===== src/core/adc_port_pkg.sv =====
// Overview of operation
// RULE1: Falling chip select starts a new exchange
// RULE2: Three-wire: first clock pulse enables output
// RULE3: Host raises chip select; port then resets
// RULE4: Four-wire: configuration bits sampled on rise
// RULE5: Output changes on rise; host samples next
// RULE6: Leading zeros ignored; first one starts
// RULE7: Four bits after start, then input ignored
// RULE8: Address bits select single or differential pair
// RULE9: Dummy bits ignored; give acquisition window
// RULE10: Two null bits, then eight result bits
// RULE11: MSB first, then zeros while clocked
// RULE12: Three-wire: no word, fixed differential pair
// RULE13: Result is straight unipolar binary code
// RULE14: Shared wire driven low on fifth fall
// RULE15: Host releases shared wire before device drives
// RULE16: Two-channel part idles converter between conversions
// RULE17: Host clocks at top rate for speed; model host runs 12.5 MHz, under it
// RULE18: Fall after second dummy enters hold, converts
// RULE19: Conversion lasts eight and half clocks
// RULE20: Power only while chip select low
// RULE21: Output high impedance outside enabled exchange
package adc_port_pkg;

    // ==========================================================
    // Word and timing figures
    // ==========================================================
    localparam int RESULT_W = 8;
    localparam int CFG_BITS = 4;
    localparam int CNT_W = 3;
    localparam int CONV_HALF_CLKS = 17;
    localparam int ACQ_HALF_CLKS = 5;
    localparam int CONV_CNT_W = 5;
    localparam int FIFO_DEPTH = 16;
    localparam int MAX_SHIFT_CLK_HZ = 14_400_000;

    localparam logic [CNT_W-1:0] CFG_MUX_LAST = 3'h1;
    localparam logic [CNT_W-1:0] CFG_LAST = 3'h3;
    localparam logic [CONV_CNT_W-1:0] CONV_LAST = 5'h10;

    // ==========================================================
    // Multiplexer address codes {single_ended_select, polarity}
    // ==========================================================
    localparam logic [1:0] MUX_SGL_A = 2'h2;
    localparam logic [1:0] MUX_SGL_B = 2'h3;
    localparam logic [1:0] MUX_DIFF_AB = 2'h0;
    localparam logic [1:0] MUX_DIFF_BA = 2'h1;
    localparam logic [1:0] MUX_RESET = 2'h0;

    // ==========================================================
    // Port sequencer states
    // ==========================================================
    typedef enum logic [2:0] {
        ST_IDLE = 3'b000,
        ST_HUNT = 3'b001,
        ST_CONFIG = 3'b010,
        ST_LAUNCH = 3'b011,
        ST_SHIFT = 3'b100
    } port_state_t;

endpackage : adc_port_pkg


===== src/core/pin_edges.sv =====
module pin_edges
    import adc_port_pkg::*;
(
    input wire logic clk, // System clock
    input wire logic rst_n, // Async reset, active low
    input wire logic shift_clk, // Shift clock pin level
    input wire logic chip_sel_n, // Chip select pin, active low
    output logic clk_rise, // Shift clock rose, one cycle
    output logic clk_fall, // Shift clock fell, one cycle
    output logic sel_fall // Chip select fell, one cycle
);

    // ==========================================================
    // Edge detection
    // ==========================================================
    logic shift_clk_ff;
    logic chip_sel_n_ff;

    // Previous pin levels; chip select resets high, shift clock low, so no false edge at start
    always_ff @(posedge clk or negedge rst_n) begin
        if (!rst_n) begin
            shift_clk_ff <= 1'b0;
            chip_sel_n_ff <= 1'b1;
        end else begin
            shift_clk_ff <= shift_clk;
            chip_sel_n_ff <= chip_sel_n;
        end
    end

    // Edge pulses
    assign clk_rise = shift_clk & ~shift_clk_ff;
    assign clk_fall = ~shift_clk & shift_clk_ff;
    assign sel_fall = ~chip_sel_n & chip_sel_n_ff;

endmodule : pin_edges


===== src/core/result_fifo.sv =====
module result_fifo
    import adc_port_pkg::*;
#(
    parameter int WIDTH = RESULT_W,
    parameter int DEPTH = FIFO_DEPTH
) (
    input wire logic clk, // System clock
    input wire logic rst_n, // Async reset, active low
    input wire logic in_valid, // Write word offered
    output logic in_ready, // Room for a word
    input wire logic [WIDTH-1:0] in_data, // Word written
    output logic out_valid, // Word available
    input wire logic out_ready, // Reader takes word
    output logic [WIDTH-1:0] out_data // Oldest word
);

    // ==========================================================
    // Storage and pointers
    // ==========================================================
    localparam int AW = $clog2(DEPTH);
    localparam logic [AW:0] FULL_CNT = DEPTH[AW:0];

    logic [WIDTH-1:0] mem [DEPTH];
    logic [AW-1:0] wr_ptr_ff;
    logic [AW-1:0] rd_ptr_ff;
    logic [AW:0] count_ff;
    logic full_ff;
    logic empty_ff;
    logic do_wr;
    logic do_rd;
    logic [AW:0] nxt_count;

    assign do_wr = in_valid & ~full_ff;
    assign do_rd = out_ready & ~empty_ff;
    assign in_ready = ~full_ff;
    assign out_valid = ~empty_ff;
    assign out_data = mem[rd_ptr_ff];

    // Occupancy after this cycle
    always_comb begin
        nxt_count = count_ff;
        if (do_wr && !do_rd) begin
            nxt_count = count_ff + 1'b1;
        end else if (do_rd && !do_wr) begin
            nxt_count = count_ff - 1'b1;
        end
    end

    // Array write; no reset needed on data
    always_ff @(posedge clk) begin
        if (do_wr) begin
            mem[wr_ptr_ff] <= in_data;
        end
    end

    // Pointers wrap naturally for power-of-two depth
    always_ff @(posedge clk or negedge rst_n) begin
        if (!rst_n) begin
            wr_ptr_ff <= '0;
            rd_ptr_ff <= '0;
            count_ff <= '0;
            full_ff <= 1'b0;
            empty_ff <= 1'b1;
        end else begin
            if (do_wr) begin
                wr_ptr_ff <= wr_ptr_ff + 1'b1;
            end
            if (do_rd) begin
                rd_ptr_ff <= rd_ptr_ff + 1'b1;
            end
            count_ff <= nxt_count;
            full_ff <= (nxt_count == FULL_CNT);
            empty_ff <= (nxt_count == '0);
        end
    end

endmodule : result_fifo


===== src/core/serial_adc_port.sv =====
module serial_adc_port
    import adc_port_pkg::*;
#(
    parameter int DEPTH = FIFO_DEPTH
) (
    input wire logic clk, // System clock, 100 MHz
    input wire logic rst_n, // Async reset, active low
    input wire logic four_wire, // 1: two-channel variant
    input wire logic chip_sel_n, // Chip select pin, active low
    input wire logic shift_clk, // Shift clock pin
    input wire logic data_in, // Serial data input pin
    output logic data_out, // Serial data output pin
    output logic data_out_oe, // High while driving data_out
    input wire logic code_valid, // Quantizer result offered
    output logic code_ready, // Result queue has room
    input wire logic [RESULT_W-1:0] code_data, // Quantizer result
    output logic single_ended_select, // 1: channel versus ground
    output logic polarity_select, // Channel or sign select
    output logic plus_on_input_b, // Plus side is input b
    output logic minus_on_ground, // Minus side is ground
    output logic sampling, // Acquisition window open
    output logic converting, // Hold and conversion active
    output logic power_on, // Converter powered
    output logic underrun // Launch found queue empty
);

    // ==========================================================
    // Pin edges and result queue
    // ==========================================================
    // Pins arrive as levels on the system clock
    // Shift clock edges and the chip select fall become one-cycle pulses
    // Limit: two system clocks per shift half period
    // Codes wait in the queue until launch

    logic clk_rise;
    logic clk_fall;
    logic sel_fall;
    logic fifo_valid;
    logic fifo_pop;
    logic fifo_ready;
    logic [RESULT_W-1:0] fifo_data;

    pin_edges u_edges (
        .clk(clk),
        .rst_n(rst_n),
        .shift_clk(shift_clk),
        .chip_sel_n(chip_sel_n),
        .clk_rise(clk_rise),
        .clk_fall(clk_fall),
        .sel_fall(sel_fall)
    );

    result_fifo #(
        .WIDTH(RESULT_W),
        .DEPTH(DEPTH)
    ) u_fifo (
        .clk(clk),
        .rst_n(rst_n),
        .in_valid(code_valid),
        .in_ready(fifo_ready),
        .in_data(code_data),
        .out_valid(fifo_valid),
        .out_ready(fifo_pop),
        .out_data(fifo_data)
    );

    // ==========================================================
    // Sequencer state
    // ==========================================================
    // Idle, hunt for start, take word, wait, shift
    // Three-wire exchanges skip hunt and word
    // Launch state waits for the ending fall
    // Chip select high returns to idle from anywhere
    // Trade-off: no timeout; host must end frames

    port_state_t state_ff;
    port_state_t nxt_state;
    logic [CNT_W-1:0] cfg_cnt_ff;
    logic [1:0] mux_sr_ff;
    logic [RESULT_W-1:0] res_sr_ff;
    logic null_done_ff;
    logic [CONV_CNT_W-1:0] conv_cnt_ff;
    logic launch;
    logic [1:0] route; // Pair routing of the stored address

    // Decode a mux address into the pair routing
    function automatic logic [1:0] route_of(input logic [1:0] addr);
        logic [1:0] r;
        r = 2'b00;
        case (addr)
            MUX_SGL_A: r = 2'b01; // RULE8
            MUX_SGL_B: r = 2'b11; // RULE8
            MUX_DIFF_AB: r = 2'b00; // RULE8
            MUX_DIFF_BA: r = 2'b10; // RULE8
            default: r = 2'b00;
        endcase
        return r;
    endfunction : route_of

    // Conversion launch is the fall that ends the setup phase
    assign launch = clk_fall && !chip_sel_n &&
                    (state_ff == ST_LAUNCH); // RULE18 RULE14 RULE2
    assign fifo_pop = launch;

    // Next state; chip select high always wins
    always_comb begin
        nxt_state = state_ff;
        case (state_ff)
            ST_IDLE: begin
                if (sel_fall) begin // RULE1
                    // RULE12
                    nxt_state = four_wire ? ST_HUNT : ST_LAUNCH;
                end
            end
            ST_HUNT: begin
                if (clk_rise && data_in) begin // RULE6
                    nxt_state = ST_CONFIG;
                end
            end
            ST_CONFIG: begin
                if (clk_rise && cfg_cnt_ff == CFG_LAST) begin // RULE7
                    nxt_state = ST_LAUNCH;
                end
            end
            ST_LAUNCH: begin
                if (launch) begin
                    nxt_state = ST_SHIFT;
                end
            end
            ST_SHIFT: nxt_state = ST_SHIFT; // RULE7
            default: nxt_state = ST_IDLE;
        endcase
        if (chip_sel_n) begin
            nxt_state = ST_IDLE; // RULE3
        end
    end

    // State register
    always_ff @(posedge clk or negedge rst_n) begin
        if (!rst_n) begin
            state_ff <= ST_IDLE;
        end else begin
            state_ff <= nxt_state;
        end
    end

    // ==========================================================
    // Configuration word capture
    // ==========================================================
    // Word bits land on seen shift clock rises
    // Only the two address bits are kept
    // Address survives the frame for the routing ports
    // Hazard: stale address shows until the next word

    // Dummy bits are counted but their values are dropped
    always_ff @(posedge clk or negedge rst_n) begin
        if (!rst_n) begin
            cfg_cnt_ff <= '0;
            mux_sr_ff <= MUX_RESET;
        end else if (state_ff != ST_CONFIG) begin
            cfg_cnt_ff <= '0;
        end else if (clk_rise) begin // RULE4
            cfg_cnt_ff <= cfg_cnt_ff + 1'b1; // RULE9
            if (cfg_cnt_ff <= CFG_MUX_LAST) begin
                mux_sr_ff <= {mux_sr_ff[0], data_in}; // RULE8
            end
        end
    end

    // Pair routing decoded from the stored address
    assign route = route_of(mux_sr_ff);

    // Routing outputs; fixed differential pair on three wires
    always_ff @(posedge clk or negedge rst_n) begin
        if (!rst_n) begin
            single_ended_select <= 1'b0;
            polarity_select <= 1'b0;
            plus_on_input_b <= 1'b0;
            minus_on_ground <= 1'b0;
        end else if (!four_wire) begin
            single_ended_select <= 1'b0; // RULE12
            polarity_select <= 1'b0;
            plus_on_input_b <= 1'b0;
            minus_on_ground <= 1'b0;
        end else begin
            single_ended_select <= mux_sr_ff[1];
            polarity_select <= mux_sr_ff[0];
            plus_on_input_b <= route[1];
            minus_on_ground <= route[0];
        end
    end

    // ==========================================================
    // Acquisition, conversion and power
    // ==========================================================
    // Window and hold are exclusive levels
    // Launch fall closes one and opens the other
    // Hold length counts both shift clock edges
    // Abort by chip select clears both at once

    // Window opens with the bit before the first dummy
    always_ff @(posedge clk or negedge rst_n) begin
        if (!rst_n) begin
            sampling <= 1'b0;
        end else if (chip_sel_n || launch) begin
            sampling <= 1'b0; // RULE18
        end else if (state_ff == ST_CONFIG && clk_rise &&
                     cfg_cnt_ff == CFG_MUX_LAST) begin
            sampling <= 1'b1; // RULE9
        end
    end

    // Conversion spans 17 half clocks from the launch fall
    always_ff @(posedge clk or negedge rst_n) begin
        if (!rst_n) begin
            converting <= 1'b0;
            conv_cnt_ff <= '0;
        end else if (chip_sel_n) begin
            converting <= 1'b0;
            conv_cnt_ff <= '0;
        end else if (launch) begin
            converting <= 1'b1; // RULE18
            conv_cnt_ff <= '0;
        end else if (converting && (clk_rise || clk_fall)) begin
            conv_cnt_ff <= conv_cnt_ff + 1'b1;
            if (conv_cnt_ff == CONV_LAST) begin
                converting <= 1'b0; // RULE19 RULE16
            end
        end
    end

    // Power simply follows the pin, one clock late
    // Gating of the converter itself is left outside
    // Power follows chip select; idle between exchanges
    always_ff @(posedge clk or negedge rst_n) begin
        if (!rst_n) begin
            power_on <= 1'b0;
        end else begin
            power_on <= ~chip_sel_n; // RULE20
        end
    end

    // ==========================================================
    // Result shifting
    // ==========================================================
    // Word popped at launch, sent after two nulls
    // Shift register zero-fills behind the MSB
    // Empty queue: zero code and a flag held until the next launch
    // Hazard: host must release a shared wire first

    // Result loads at launch; empty queue gives zero and a flag
    always_ff @(posedge clk or negedge rst_n) begin
        if (!rst_n) begin
            res_sr_ff <= '0;
            null_done_ff <= 1'b0;
            underrun <= 1'b0;
        end else if (chip_sel_n) begin
            res_sr_ff <= '0;
            null_done_ff <= 1'b0;
        end else if (launch) begin
            // RULE13
            res_sr_ff <= fifo_valid ? fifo_data : '0;
            null_done_ff <= 1'b0;
            underrun <= ~fifo_valid;
        end else if (state_ff == ST_SHIFT && clk_rise) begin
            null_done_ff <= 1'b1; // RULE10
            if (null_done_ff) begin
                // Zero fill gives endless zeros after the LSB
                res_sr_ff <= {res_sr_ff[RESULT_W-2:0], 1'b0}; // RULE11
            end
        end
    end

    // Enable rises with the first null, on a fall
    // Later bits move one clock after each seen rise
    // Enable drops one clock after chip select rises

    // Pin drive: first null on launch fall, bits on rises
    always_ff @(posedge clk or negedge rst_n) begin
        if (!rst_n) begin
            data_out <= 1'b0;
            data_out_oe <= 1'b0;
        end else if (chip_sel_n) begin
            data_out <= 1'b0;
            data_out_oe <= 1'b0; // RULE21 RULE3
        end else if (launch) begin
            data_out <= 1'b0; // RULE14 RULE10
            data_out_oe <= 1'b1; // RULE2
        end else if (state_ff == ST_SHIFT && clk_rise) begin
            // RULE5
            data_out <= null_done_ff ? res_sr_ff[RESULT_W-1] : 1'b0;
        end
    end

    // One clock late; the queue itself never overflows
    // Back-pressure toward the quantizer, registered
    always_ff @(posedge clk or negedge rst_n) begin
        if (!rst_n) begin
            code_ready <= 1'b0;
        end else begin
            code_ready <= fifo_ready;
        end
    end

endmodule : serial_adc_port


===== config.mk =====
export PLATFORM = sky130hd
export DESIGN_NAME = serial_adc_port
export DESIGN_NICKNAME = d
export VERILOG_FILES = /design/src/core/adc_port_pkg.sv /design/src/core/pin_edges.sv /design/src/core/result_fifo.sv /design/src/core/serial_adc_port.sv
export SDC_FILE = /design/constraint.sdc
export NUM_CORES = 1
export LEC_CHECK = 0
export BUFFER_PORTS_ARGS = -buffer_cell sky130_fd_sc_hd__buf_2
export CAP_MARGIN = 5
export CORE_UTILIZATION = 55
export DETAILED_ROUTE_END_ITERATION = 12
export PLACE_DENSITY_LB_ADDON = 0.3
export SLEW_MARGIN = 15
export SYNTH_ARGS = -nofsm -noshare
export SYNTH_HDL_FRONTEND = slang
export SYNTH_HIERARCHICAL = 1
export SYNTH_SLANG_ARGS = --single-unit

===== constraint.sdc =====
create_clock -name clk -period 4.4 [get_ports clk]
set_clock_uncertainty 0.05 [all_clocks]
set_input_delay 0.44 -clock clk [delete_from_list [all_inputs] [get_ports clk]]
set_output_delay 0.44 -clock clk [all_outputs]
set_load 0.05 [all_outputs]

=== Yosys cells after proc, flatten, opt, wreduce, memory -nomap -nowiden ===
Memories as Yosys holds them, arrays and structs flattened.
Index checks and enable logic that the tools add are counted.

* Flip-flop bits (word level): 50
* Bits of input ports: 15
* Output and inout port bits: 11
* Latch bits: 0
* Memory bits (read-only): 0
* RAM bits: 128
* Memories: 1
* Word-level logic and storage cells: 130

{| class="wikitable"
|+ Memories
! name !! words !! bits a word !! read ports !! clocked after memory_dff !! write ports !! RTL line !! text
|-
| u_fifo.mem || 16 || 8 || 1 || 0 || 1 || result_fifo.sv:23 || <nowiki>logic [WIDTH-1:0] mem [DEPTH];</nowiki>
|}

* Bitwise logic cells: 11
* Divide/modulo/power cells: 0
* Shift operators: 0
* $mul: 0
* Mux-type cells: 41
* Reduce and logical (&&, ||, !) cells: 30
* Equal/unequal tests: 16
* $lt $le $gt $ge: 1
* Add/subtract/negate cells: 6

{| class="wikitable"
|+ Operators by type and width
! kind !! number
|-
| 8-bit 2-to-1 mux || 5
|-
| 5-bit 2-to-1 mux || 5
|-
| 1-bit 2-to-1 mux || 21
|-
| 3-bit 2-to-1 mux || 7
|-
| 3-bit case mux with 5 select lines || 1
|-
| 3-bit inequality test (second input constant) || 4
|-
| 3-bit nonzero test || 4
|-
| 5-bit by 1-bit adder with 5-bit output (second input constant) || 2
|-
| 5-bit == test (second input constant) || 2
|-
| 1-bit logical AND || 10
|-
| 3-bit by 2-bit == test with 1-bit output (second input constant) || 3
|-
| 4-bit by 1-bit adder with 4-bit output (second input constant) || 2
|-
| 2-bit case mux with 4 select lines || 1
|-
| 3-bit by 1-bit == test with 1-bit output (second input constant) || 2
|-
| 1-bit NOT || 6
|-
| 2-bit AND reduction || 3
|-
| 2-bit nonzero test || 3
|-
| 1-bit bitwise AND || 5
|-
| 5-bit zero test || 1
|-
| 5-bit by 1-bit subtractor with 5-bit output (second input constant) || 1
|-
| 2-bit == test (second input constant) || 2
|-
| 4-bit AND reduction || 1
|-
| 3-bit by 1-bit adder with 3-bit output (second input constant) || 1
|-
| 3-bit == test (second input constant) || 1
|-
| other kinds (9) || 12
|}

=== Depth between registers and ports, before layout ===
Gate-level depths: netlist of the first run.

* Word-level depth: 9
* Mapped depth: 11
* Mapped depth without buffers: 9

=== By module ===
Netlist of the first run, hierarchy kept.

{| class="wikitable"
|+ Modules (own cells, without submodules)
! module !! instances !! area each (µm²) !! cells each !! seq. area each (µm²)
|-
| result_fifo || 1 || 5,795.6 || 297 || 4,220.3
|-
| serial_adc_port || 1 || 1,601.5 || 142 || 825.8
|-
| pin_edges || 1 || 72.6 || 5 || 51.3
|}

=== Worst setup path after synthesis of the first run ===
Ideal clock, no wire load.

* Path kind: input -> register
* From: input port shift_clk
* To: register u_fifo.full_ff
* Buffers on the path: 2
* Arrival time: 2.063 ns
* Stages: 11
* Setup time: 0.133 ns
* Slack: 2.154 ns
* Cell sequence: and2b_2 and3_1 buf_2 nand2b_1 inv_2 nor2b_1 buf_4 nor2_2 nor4_1 o32ai_1 nor3b_1

* Longest elaborated chain between the ends: 9
* Elaborated cells on any way between the ends: 11
* Those cells by class: eq/ne (1); mux (2); bitwise (3); reduce/logical (5)

{| class="wikitable"
|+ Ends and longest elaborated chain
! element !! RTL line !! text
|-
| start: declaration || serial_adc_port.sv:10 || <nowiki>input wire logic shift_clk,</nowiki>
|-
| 1-bit NOT (*) || pin_edges.sv:32 || <nowiki>assign clk_fall = ~shift_clk & shift_clk_ff;</nowiki>
|-
| 1-bit bitwise AND (*) || pin_edges.sv:32 ||
|-
| 1-bit logical AND (*) (2 in a row) || serial_adc_port.sv:101 || <nowiki>assign launch = clk_fall && !chip_sel_n &&</nowiki>
|-
| via fifo_pop || serial_adc_port.sv:39 || <nowiki>logic fifo_pop;</nowiki>
|-
| 1-bit bitwise AND (*) || result_fifo.sv:34 || <nowiki>assign do_rd = out_ready & ~empty_ff;</nowiki>
|-
| 1-bit logical AND / 1-bit zero test (equally long branches) || result_fifo.sv:44, result_fifo.sv:42 ||
|-
| 5-bit 2-to-1 mux / 1-bit logical AND (equally long branches) || result_fifo.sv:44, result_fifo.sv:42 ||
|-
| 5-bit 2-to-1 mux (*) || result_fifo.sv:42 || <nowiki>if (do_wr && !do_rd) begin</nowiki>
|-
| 5-bit == test (*) || result_fifo.sv:72 || <nowiki>full_ff <= (nxt_count == FULL_CNT);</nowiki>
|-
| end signal: assignment || result_fifo.sv:72 ||
|-
| end: declaration || result_fifo.sv:27 || <nowiki>logic full_ff;</nowiki>
|}

Mark *: on every way through the listed nets, which the timed path passes. The rest lies on a longest branch.
A chain may end at the register's enable or synchronous reset.

=== Worst setup path after layout of the first run ===
* From: register u_edges.shift_clk_ff
* To: register u_fifo.full_ff

* Longest elaborated chain between the ends: 8
* Elaborated cells on any way between the ends: 10
* Those cells by class: eq/ne (1); mux (2); bitwise (2); reduce/logical (5)

{| class="wikitable"
|+ Ends and longest elaborated chain
! element !! RTL line !! text
|-
| start: declaration || pin_edges.sv:16 || <nowiki>logic shift_clk_ff;</nowiki>
|-
| start signal: assignment || pin_edges.sv:25 || <nowiki>shift_clk_ff <= shift_clk;</nowiki>
|-
| 1-bit bitwise AND (*) || pin_edges.sv:32 ||
|-
| via clk_fall || serial_adc_port.sv:36 || <nowiki>logic clk_fall;</nowiki>
|-
| 1-bit logical AND (*) (2 in a row) || serial_adc_port.sv:101 ||
|-
| via fifo_pop || serial_adc_port.sv:39 ||
|-
| 1-bit bitwise AND (*) || result_fifo.sv:34 ||
|-
| 1-bit logical AND / 1-bit zero test (equally long branches) || result_fifo.sv:44, result_fifo.sv:42 ||
|-
| 5-bit 2-to-1 mux / 1-bit logical AND (equally long branches) || result_fifo.sv:44, result_fifo.sv:42 ||
|-
| 5-bit 2-to-1 mux (*) || result_fifo.sv:42 ||
|-
| 5-bit == test (*) || result_fifo.sv:72 ||
|}

Marks and branches as above.

==> metrics.yaml, run 1 <==
setup_path:
  reg2reg_depth: 9
  worstPathArrival_ns: 3.07
  crit_path_end_kind: "flip-flop"
  r2r_setup_slack_ns: 1.62
  critPathMaxStageDelay_ns: 0.51
  worstReg2RegStart: "u_edges/shift_clk_ff$_DFF_PN0_"
  critPathLaunchType: "flip-flop"
  path_max_fanout: 10
  startpoint: "u_edges/shift_clk_ff$_DFF_PN0_"
  crit_end: "u_fifo/full_ff$_DFF_PN0_"
  critPathRequiredTime_ns: 4.70
  r2r_end: "u_fifo/full_ff$_DFF_PN0_"
  crit_slowest_cell: "nor2b_1"
  worstSetupPathType: "reg -> reg"
  crit_chain: "and2b_2 > and3_1 > nand2b_1 > inv_2 > nor2b_1 > nand3_1 > a21boi_0 > o32ai_1 > nor3b_1"
yosys:
  synthCells: 444
  synth_top_area_share_pct: 51.5
  syn_area_um2: 7470
  async_reset_ff_share_pct: 28.1
  synth_top_area_cell: "edfxtp_1"
  yosys-top-cells-area: "edfxtp_1 51%, dfrtp_1 16%, mux4_2 6.6%, mux4_1 3.9%, ha_1 2.0%"
  synth_edf_count: 128
  yosys.cell_types.count: 57
  synth_nets: 471
  synthFlopType: "edfxtp_1"
  ys_seq_area_share_pct: 68.2
  yosys_warnings: 6
  synth-seq-cells: 178
  syn_area_per_cell_um2: 16.8
sta:
  rsz0062_at_grt: "false"
  slew_headroom_pct: 33.3
  fin_crit_sh_pct: 63.1
  setup-tns-final_ns: 0
  setup_viol: 0
  max_freq_mhz: 360
  drv_slew: 0
  hold_violations: 0
  whs_ns: 0.0603
  worst-slew-pin-transition_ns: 0.998
  final.min_clock_period_ns: 2.78
die:
  die_area_um2: 14100
  core_um2: 13200
  floorplan.initialDensity_pct: 56.4
  ios: 26
  rows: 42
  die_h_um: 119
  die_x_um: 119
finish:
  nets: 498
  fill_cells: 978
  post-route-util_pct: 62.6
  stdcell_area_um2: 8300
  post_route_cells_drive_above_1_share_pct: 20.2
  insertedDiodeCount: 0
  area_growth_pct: 11.1
cts:
  cts_root_buffer: "clkbuf_16"
  postCtsSetupBuffers: 0
  cts-buffers-inserted: 17
  hold_buffers: 0
  insertion_delay_ns: 0.43
  clock-sinks: 178
  clk_pin_slew_ns: 0.07
  h-tree-depth: 4
  cts_resized: 0
  cts_tree: "built"
  cts_buffer_depth: 2
global_route:
  grt_pass1_vias: 3998
  grt_usage_pct: 20.2
  grt_max_degree: 51
  grt_remaining_overflow: 0
  grt_pass1_wl_um: 21000
  antenna_found_initial: 0
worst_hold_path:
  hp-class: "in -> async"
pwr:
  p_per_area_nw_per_um2: 501
  p_total_w: 0.00416
  p_leak_nw: 3.01
  irDropWorstVdd_mv: 0.469
detailed_routing:
  routedWlPerCell_um: 19.9
  drt-total-wl_um: 13100
  drt-initial-drc-count: 319
  drcViolationCount: 0
  postRouteAntennaNets: 0
  vias: 3927
  first_pass_iters: 4
  via_per_inst: 5.95
place:
  dpl-instance-area_um2: 7680
  gp_congestion: 0.794
  port_buffers: 25
  hpwl_um: 8490
status:
  outcome: "finished, final reports clean"
run:
  cap_violations: 0
## power by group
part           leakage [nW]  internal [W]  switching (W)
Clock                 0.301      0.000822       0.000708
Combinational         0.913      0.000215       0.000305
Sequential             1.80       0.00199       0.000116
Total                  3.01       0.00303        0.00113
## per-layer routing
metal	wire, um	track usage, %	vias to the layer above	share of wire, %
met4	189	8.07	0	1.4
met3	597	5.02	14	4.5
met2	6690	32.5	99	51
li1	-	-	1782	-
met5	0	0	-	0
met1	5660	26.7	2032	43
## final cells by class
type | count | area (um^2) | share of cell area, %
inverters | 17 | 63.8 | 0.769
flip-flops and latches | 178 | 5100 | 61.5
repair buffers | 27 | 140 | 1.69
well taps | 176 | 220 | 2.65
multi-input cells | 230 | 2160 | 26.0
clock buffers | 17 | 425 | 5.13
clock inverters | 15 | 188 | 2.26
## how the worst min path moves through the flow
stage,startpoint,to,slack (ns),depth (start not counted)
floorplan,rst_n,cfg_cnt_ff[0]$_DFFE_PN0P_,0.09,0
global placement,u_fifo/full_ff$_DFF_PN0_,code_ready$_DFF_PN0_,0.42,1
detailed placement,u_fifo/full_ff$_DFF_PN0_,code_ready$_DFF_PN0_,0.42,1
CTS,shift_clk,u_edges/shift_clk_ff$_DFF_PN0_,0.07,1
global route,shift_clk,u_edges/shift_clk_ff$_DFF_PN0_,0.08,1
finish,rst_n,res_sr_ff[6]$_DFFE_PN0P_,0.06,2
## Yosys cell counts, drive strengths merged, types with 3 or more instances
library cell,n
nor2b,6
nand3,12
and2b,3
a22oi,17
clkbuf,3
o211ai,5
edfxtp,128
o21ai,6
a21oi,5
and2,22
nand2,24
inv,17
and3,4
mux4,33
buf,15
a211oi,3
nor2,19
o311ai,8
nor3b,4
dfrtp,48
xnor2,11
a2bb2oi,7
ha,12
nor3,4
## cell families (layout without fill, tap and decap cells)
family / after synthesis / count (layout) / share of synthesized area [%]
adders and majority gates: 12 / 12 / 2.01
AOI/OAI and AO/OA: 57 / 57 / 5.88
muxes: 37 / 37 / 11.1
DFF: 178 / 178 / 68.2
buffers and inverters: 36 / 76 / 2.86
xor gates and xnor gates: 12 / 12 / 1.51
and+or+nand+nor: 112 / 112 / 8.43
## stage by stage
stage / setup WS [ns] / std cells
after detailed placement: 1.43 / 628
after global placement: 1.65 / 628
final: 1.62 / 660
after CTS: 1.70 / 660
after floorplan: 2.15 / 444
after global routing: 1.39 / 660
## layout by cell type (no fill, tap or decap), types with 3 or more instances in the layout
cell	netlist	layout
a21oi_1	4	4
nand3_1	12	12
clkinv_8	0	3
mux4_2	22	22
nor3b_1	3	3
o21ai_1	3	3
dfrtp_1	48	46
inv_1	16	16
inv_6	0	4
nor2_1	17	17
a211oi_1	3	3
o211ai_1	3	3
edfxtp_1	128	128
buf_2	4	25
nor2b_1	6	6
a2bb2oi_1	7	7
nor3_1	4	4
mux4_1	11	11
nand2_1	24	24
o311ai_1	8	8
and2_1	21	21
clkbuf_16	0	17
o21ai_0	3	3
ha_1	12	12
xnor2_1	10	10
a22oi_1	17	17
inv_8	0	5
and3_1	4	4
## flip-flops by register name (all words and copies together) (netlist names), 2 cells and up
name              count
u_fifo/wr_ptr_ff      4
state_ff              3
u_fifo/mem          128
res_sr_ff             8
conv_cnt_ff           5
mux_sr_ff             2
u_fifo/count_ff       5
cfg_cnt_ff            3
u_fifo/rd_ptr_ff      4
## critical path, delay by kind of cell (launching register included)
kind	cells	cell delay, ns
simple gates	6	1.72
compound gates	2	0.49
flops	1	0.35
buf+inv	1	0.09
(Power assumes the default switching activity.)
==> inputs of run 2 (changes only) <==
Clock period 4.4 ns to 2.3 ns, I/O delays scaled along.
==> run 2 against run 1 <==
Net effect: critical path depth unchanged; first-iteration DRC count grew 48%; register-to-register slack lost 1.5 ns; fmax grew 26%; critical path type unchanged; largest cell class unchanged; highest routed layer unchanged.
==> metrics.yaml, run 2 (synthesized netlist as in run 1, its figures left out) <==
die:
  rows: 42  # unchanged
  ios: 26  # unchanged
  floorplan.initialDensity_pct: 56.4  # unchanged
  core_um2: 13200  # unchanged
  die_area_um2: 14100  # unchanged
  die_x_um: 119  # unchanged
  die_h_um: 119  # unchanged
sta:
  final.min_clock_period_ns: 2.21  # -0.571 ns
  fin_ws_ns: 0.0933  # -1.53 ns
  max_freq_mhz: 453  # +26%
  fin_crit_sh_pct: 95.9  # +33 points
  setup_viol: 0  # unchanged
  worst-slew-pin-transition_ns: 0.670  # -0.328 ns
  rsz0062_at_grt: "false"
  hold_violations: 0  # unchanged
  setup-tns-final_ns: 0  # unchanged
  slew_headroom_pct: 55.2  # +22 points
  drv_slew: 0  # unchanged
finish:
  final_common_cell: "edfxtp_1"
  insertedDiodeCount: 0  # unchanged
  mostFrequentLayoutCells: "128 x edfxtp_1, 47 x dfrtp_1, 25 x buf_2"
  top_regs: "u_fifo/mem x128, res_sr_ff x8"
  instances_no_fill: 675  # +2.3%
  post_route_cells_drive_above_1_share_pct: 21.6  # +1.4 points
  area_growth_pct: 12.9
  nets: 514  # +3.2%
  largest_register_ffs: 128  # unchanged
  largest-register: "u_fifo/mem"
pwr:
  p_per_area_nw_per_um2: 937  # +87%
  irDropWorstVdd_mv: 0.686  # +46%
  p_leak_nw: 3.09  # +2.6%
cts:
  h-tree-depth: 4  # unchanged
  cts_tree: "built"
  postCtsSetupBuffers: 0  # unchanged
  cts_root_buffer: "clkbuf_16"
  insertion_delay_ns: 0.43  # about the same
  cts_buffer_depth: 2  # unchanged
  cts-buffers-inserted: 17  # unchanged
  clock-sinks: 178  # unchanged
  clk_pin_slew_ns: 0.06  # about the same
global_route:
  grt_pass1_wl_um: 21700  # +3.6%
  grt_pass1_vias: 4038  # +1.0%
  grt_max_degree: 51  # unchanged
  grt_usage_pct: 21.4  # +1.1 points
  antenna_found_initial: 0  # unchanged
  grt_remaining_overflow: 0  # unchanged
place:
  placed_cells: 639  # +1.8%
  port_buffers: 25  # unchanged
  gp_congestion: 0.813  # +2.3%
  dpl_worst_slack_ns: 0.181  # -1.25 ns
  hpwl_um: 8660  # +2.1%
setup_path:
  critPathRequiredTime_ns: 2.55  # -2.15 ns
  worstSetupPathType: "reg -> reg"
  path_max_fanout: 5  # -5
  critPathLaunchType: "flip-flop"
  crit_path_end_kind: "flip-flop"
  worstPathArrival_ns: 2.46  # -0.61 ns
run:
  cap_violations: 0  # unchanged
worst_hold_path:
  hp-class: "in -> reg"
status:
  outcome: "finished, final reports clean"
detailed_routing:
  via_per_inst: 5.82  # -2.2%
  drcViolationCount: 0  # unchanged
  vias: 3926  # -0.025%
  drt-initial-drc-count: 473  # +48%
  drt-total-wl_um: 13600  # +3.8%
  postRouteAntennaNets: 0  # unchanged
  first_pass_iters: 4  # unchanged
  routedWlPerCell_um: 20.2  # +1.5%
==> run 2: worst max-delay path, stage by stage (launching register included) <==
cell	delay (ns)
dfrtp_1	0.37
and2b_2	0.20
and3_1	0.20
nand2b_1	0.23
inv_2	0.07
nor2b_2	0.18
nor2_2	0.20
nor4_1	0.09
o32ai_1	0.40
nor3b_1	0.09
==> run 2: timing repair <==
| item | 4_1_cts | 5_1_grt |
|---|---|---|
| setup endpoints to repair | 0 | 2 |
| gates resized for setup | 0 | 3 |
| hold buffers | 5 | 0 |
| hold endpoints to repair | 52 | 0 |
==> run 2: power breakdown <==
group          switching, W  internal, W  leakage, nW
sequential         0.000186      0.00381         1.80
clock               0.00121      0.00161        0.286
combinational      0.000640     0.000441         1.01
==> run 2: worst paths after layout <==
kind | startpoint | slack [ns] | endpoint | depth (start not counted)
worst max register to register | u_edges/shift_clk_ff$_DFF_PN0_ | 0.09 | u_fifo/full_ff$_DFF_PN0_ | 9
max in group asynchronous | rst_n | 1.34 | u_fifo/rd_ptr_ff[0]$_DFFE_PN0P_ | 3
worst min register to register | u_fifo/full_ff$_DFF_PN0_ | 0.42 | code_ready$_DFF_PN0_ | 1
worst max-delay path | u_edges/shift_clk_ff$_DFF_PN0_ | 0.09 | u_fifo/full_ff$_DFF_PN0_ | 9
min in group asynchronous | rst_n | 0.39 | res_sr_ff[5]$_DFFE_PN0P_ | 3
worst min-delay path | chip_sel_n | 0.01 | state_ff[2]$_DFFE_PN0P_ | 2
==> run 2: final cells by class <==
type	instances	area [um^2]
fillers	962	4810
inverters	17	63.8
clock inverters	14	158
repair buffers	43	298
multi-input cells	230	2170
flip-flops and latches	178	5100
well taps	176	220
clock buffers	17	425
==> run 2: layer usage <==
metal  GRT usage (%)  wire length, um  up-vias
met2            34.7             7000       98
met3            5.50              754       11
li1                -                -     1803
met4            8.54              178        0
met5               0                0        -
met1            27.6             5710     2014
==> run 2: metrics by stage <==
stage	cell area [um^2]	util [%]	hold slack (ns)	total power, W
after floorplan	7470	-	-0.116	0.00477
final	8430	63.7	0.0118	0.00790
after global placement	7790	58.8	0.308	0.00506
after detailed placement	7790	58.8	0.310	0.00513
after CTS	8420	63.6	0.00423	0.00795
after global routing	8430	63.7	0.0101	0.00822
==> inputs of run 3 (changes only) <==
Settings changed: BUFFER_PORTS_ARGS -buffer_cell sky130_fd_sc_hd__buf_2 to unset, DONT_BUFFER_PORTS set to 1.
==> run 3 against run 2 <==
Net effect: wire length shrank 1.1%; final cell count shrank 1.8%; highest routed layer unchanged; sequential share of layout area grew 0.30 points; worst hold slack gained 0.11 ns; final area shrank 0.49%; critical path depth grew 1; non-clock buffer count shrank 13; sequential cell count is the same; register-to-register slack lost 0.04 ns; largest cell class unchanged.
==> metrics.yaml, run 3 (synthesized netlist as in run 1, its figures left out) <==
cts:
  cts_root_buffer: "clkbuf_16"
  clk_pin_slew_ns: 0.07  # about the same
  insertion_delay_ns: 0.43  # about the same
  cts_tree: "built"
  cts-buffers-inserted: 17  # unchanged
  h-tree-depth: 4  # unchanged
  clock-sinks: 178  # unchanged
  postCtsSetupBuffers: 0  # unchanged
  cts_buffer_depth: 2  # unchanged
  cts_resized: 0  # unchanged
finish:
  largest_register_ffs: 128  # unchanged
  nets: 501  # -2.5%
  largest-register: "u_fifo/mem"
  instances_no_fill: 663  # -1.8%
  mostFrequentLayoutCells: "128 x edfxtp_1, 47 x dfrtp_1, 24 x nand2_1"
  post-route-util_pct: 63.4  # -0.31 points
  top_regs: "u_fifo/mem x128, res_sr_ff x8"
  post_route_cells_drive_above_1_share_pct: 17.5  # -4.2 points
  final_common_cell: "edfxtp_1"
  fill_cells: 942  # -2.1%
  insertedDiodeCount: 0  # unchanged
  area_growth_pct: 12.3
setup_path:
  critPathMaxStageDelay_ns: 0.41  # about the same
  crit_path_end_kind: "flip-flop"
  path_max_fanout: 8  # +3
  worstPathArrival_ns: 2.49  # +0.03 ns
  critPathRequiredTime_ns: 2.54  # about the same
  cp.buffers_inverters: 2  # +1
  worstSetupPathType: "reg -> reg"
  path_delay_family: "simple AND/OR/NAND/NOR gates"
  crit_slowest_cell: "o32ai_1"
  crit_chain: "and2b_2 > and3_1 > nand2b_1 > inv_2 > nor2b_1 > buf_4 > nor2_2 > nor4_1 > o32ai_1 > nor3b_1"
  critPathLaunchType: "flip-flop"
pwr:
  internal_power_w: 0.00566  # -3.4%
  p_clk_share_pct: 34.6  # -1.1 points
  p_leak_nw: 3.02  # -2.2%
  power_frac_seq_pct: 52.5  # +1.9 points
  p_sw_share_pct: 26.8  # +1.1 points
  p_switching_w: 0.00207  # +2.0%
  pwr-share-comb_pct: 13.0  # -0.7 points
  p_per_area_nw_per_um2: 922  # -1.5%
  p_total_w: 0.00774  # -2.0%
  irDropWorstVdd_mv: 0.886  # +29%
sta:
  rsz0062_at_grt: "false"
  setup-tns-final_ns: 0  # unchanged
  hold_violations: 0  # unchanged
  drv_slew: 0  # unchanged
  setup_viol: 0  # unchanged
  final.min_clock_period_ns: 2.25  # +0.0385 ns
  max_freq_mhz: 445  # -1.7%
  worst-slew-pin-transition_ns: 0.650  # -0.0201 ns
  slew_headroom_pct: 56.5  # +1.3 points
  fin_crit_sh_pct: 97.6  # +1.7 points
global_route:
  grt_usage_pct: 21.1  # -0.26 points
  grt_max_degree: 51  # unchanged
  grt_remaining_overflow: 0  # unchanged
  grt_pass1_wl_um: 21700  # -0.26%
  grt_pass1_vias: 3927  # -2.7%
  antenna_found_initial: 0  # unchanged
die:
  floorplan.initialDensity_pct: 56.4  # unchanged
  ios: 26  # unchanged
  rows: 42  # unchanged
  die_x_um: 119  # unchanged
  die_h_um: 119  # unchanged
  core_um2: 13200  # unchanged
  die_area_um2: 14100  # unchanged
run:
  cap_violations: 0  # unchanged
place:
  hpwl_um: 8470  # -2.3%
  gp_congestion: 0.810  # -0.37%
  port_buffers: 0  # -100%
  placed_cells: 617  # -3.4%
detailed_routing:
  vias: 3915  # -0.28%
  drt-total-wl_um: 13500  # -1.1%
  routedWlPerCell_um: 20.3  # +0.67%
  first_pass_iters: 5  # +1
  via_per_inst: 5.90  # +1.5%
  drcViolationCount: 0  # unchanged
  drt-initial-drc-count: 345  # -27%
  postRouteAntennaNets: 0  # unchanged
status:
  outcome: "finished, final reports clean"
worst_hold_path:
  hp-class: "in -> reg"
==> run 3: cell types whose count changed in the layout (fill, tap and decap cells not counted), moves of 2 or more <==
cell / previous run / this run
buf_4: 11 / 14
bufinv_16: 2 / 0
buf_2: 25 / 0
clkinv_4: 2 / 0
dlygate4sd3_1: 5 / 13
inv_6: 3 / 6
==> run 3: metrics by stage <==
step / hold slack (ns) / area [um^2] / setup slack (ns)
floorplan: -0.116 / 7470 / 0.153
global placement: -0.114 / 7690 / 0.240
detailed placement: -0.114 / 7690 / 0.130
CTS: 0.108 / 8390 / 0.107
global route: 0.147 / 8390 / 0.0172
finish: 0.127 / 8390 / 0.0548
==> run 3: final cells by class <==
cell class / count / area (um^2) / share of cell area (%)
repair buffers: 30 / 303 / 3.61
inverters: 17 / 63.8 / 0.761
flip-flops and latches: 178 / 5100 / 60.8
clock inverters: 14 / 118 / 1.40
multi-input cells: 230 / 2160 / 25.7
clock buffers: 18 / 429 / 5.11
well taps: 176 / 220 / 2.62
==> run 3: metal layers <==
| layer | vias to the layer above | global-route usage, % | part of all wire (%) |
|---|---|---|---|
| met3 | 14 | 4.73 | 6.1 |
| met2 | 100 | 33.8 | 50 |
| met5 | - | 0 | 0 |
| met1 | 2008 | 28.2 | 42 |
| met4 | 0 | 8.70 | 1.3 |
| li1 | 1793 | - | - |
==> run 3: power groups by stage <==
stage	logic (W)	registers, W	clock network (W)
3_5_place_dp	0.000930	0.00412	0
2_1_floorplan	0.000714	0.00406	0
5_1_grt	0.00109	0.00410	0.00283
3_3_place_gp	0.000890	0.00410	0
6_report	0.00100	0.00406	0.00267
4_1_cts	0.00101	0.00406	0.00273
==> run 3: timing repair <==
item                       in CTS  in global routing
hold buffers                   14                  0
setup endpoints to repair       0                  0
hold endpoints to repair      195                  0
==> run 3: path summary, 6_finish.rpt <==
path | startpoint | end | slack (ns) | cells past startpoint
min | chip_sel_n | state_ff[0]$_DFFE_PN0P_ | 0.13 | 4
min reg2reg | u_fifo/full_ff$_DFF_PN0_ | code_ready$_DFF_PN0_ | 0.41 | 1
max in group asynchronous | rst_n | u_fifo/empty_ff$_DFF_PN1_ | 1.61 | 2
max reg2reg | u_edges/shift_clk_ff$_DFF_PN0_ | u_fifo/full_ff$_DFF_PN0_ | 0.05 | 10
min in group asynchronous | rst_n | res_sr_ff[7]$_DFFE_PN0P_ | 0.29 | 2
max | u_edges/shift_clk_ff$_DFF_PN0_ | u_fifo/full_ff$_DFF_PN0_ | 0.05 | 10
==> run 3: tightest hold or removal path: cells and delay by family <==
| family | cells | cell delay, ns |
|---|---|---|
| muxes | 1 | 0.22 |
| buffers and inverters | 1 | 0.04 |
| and+or+nand+nor | 2 | 0.07 |
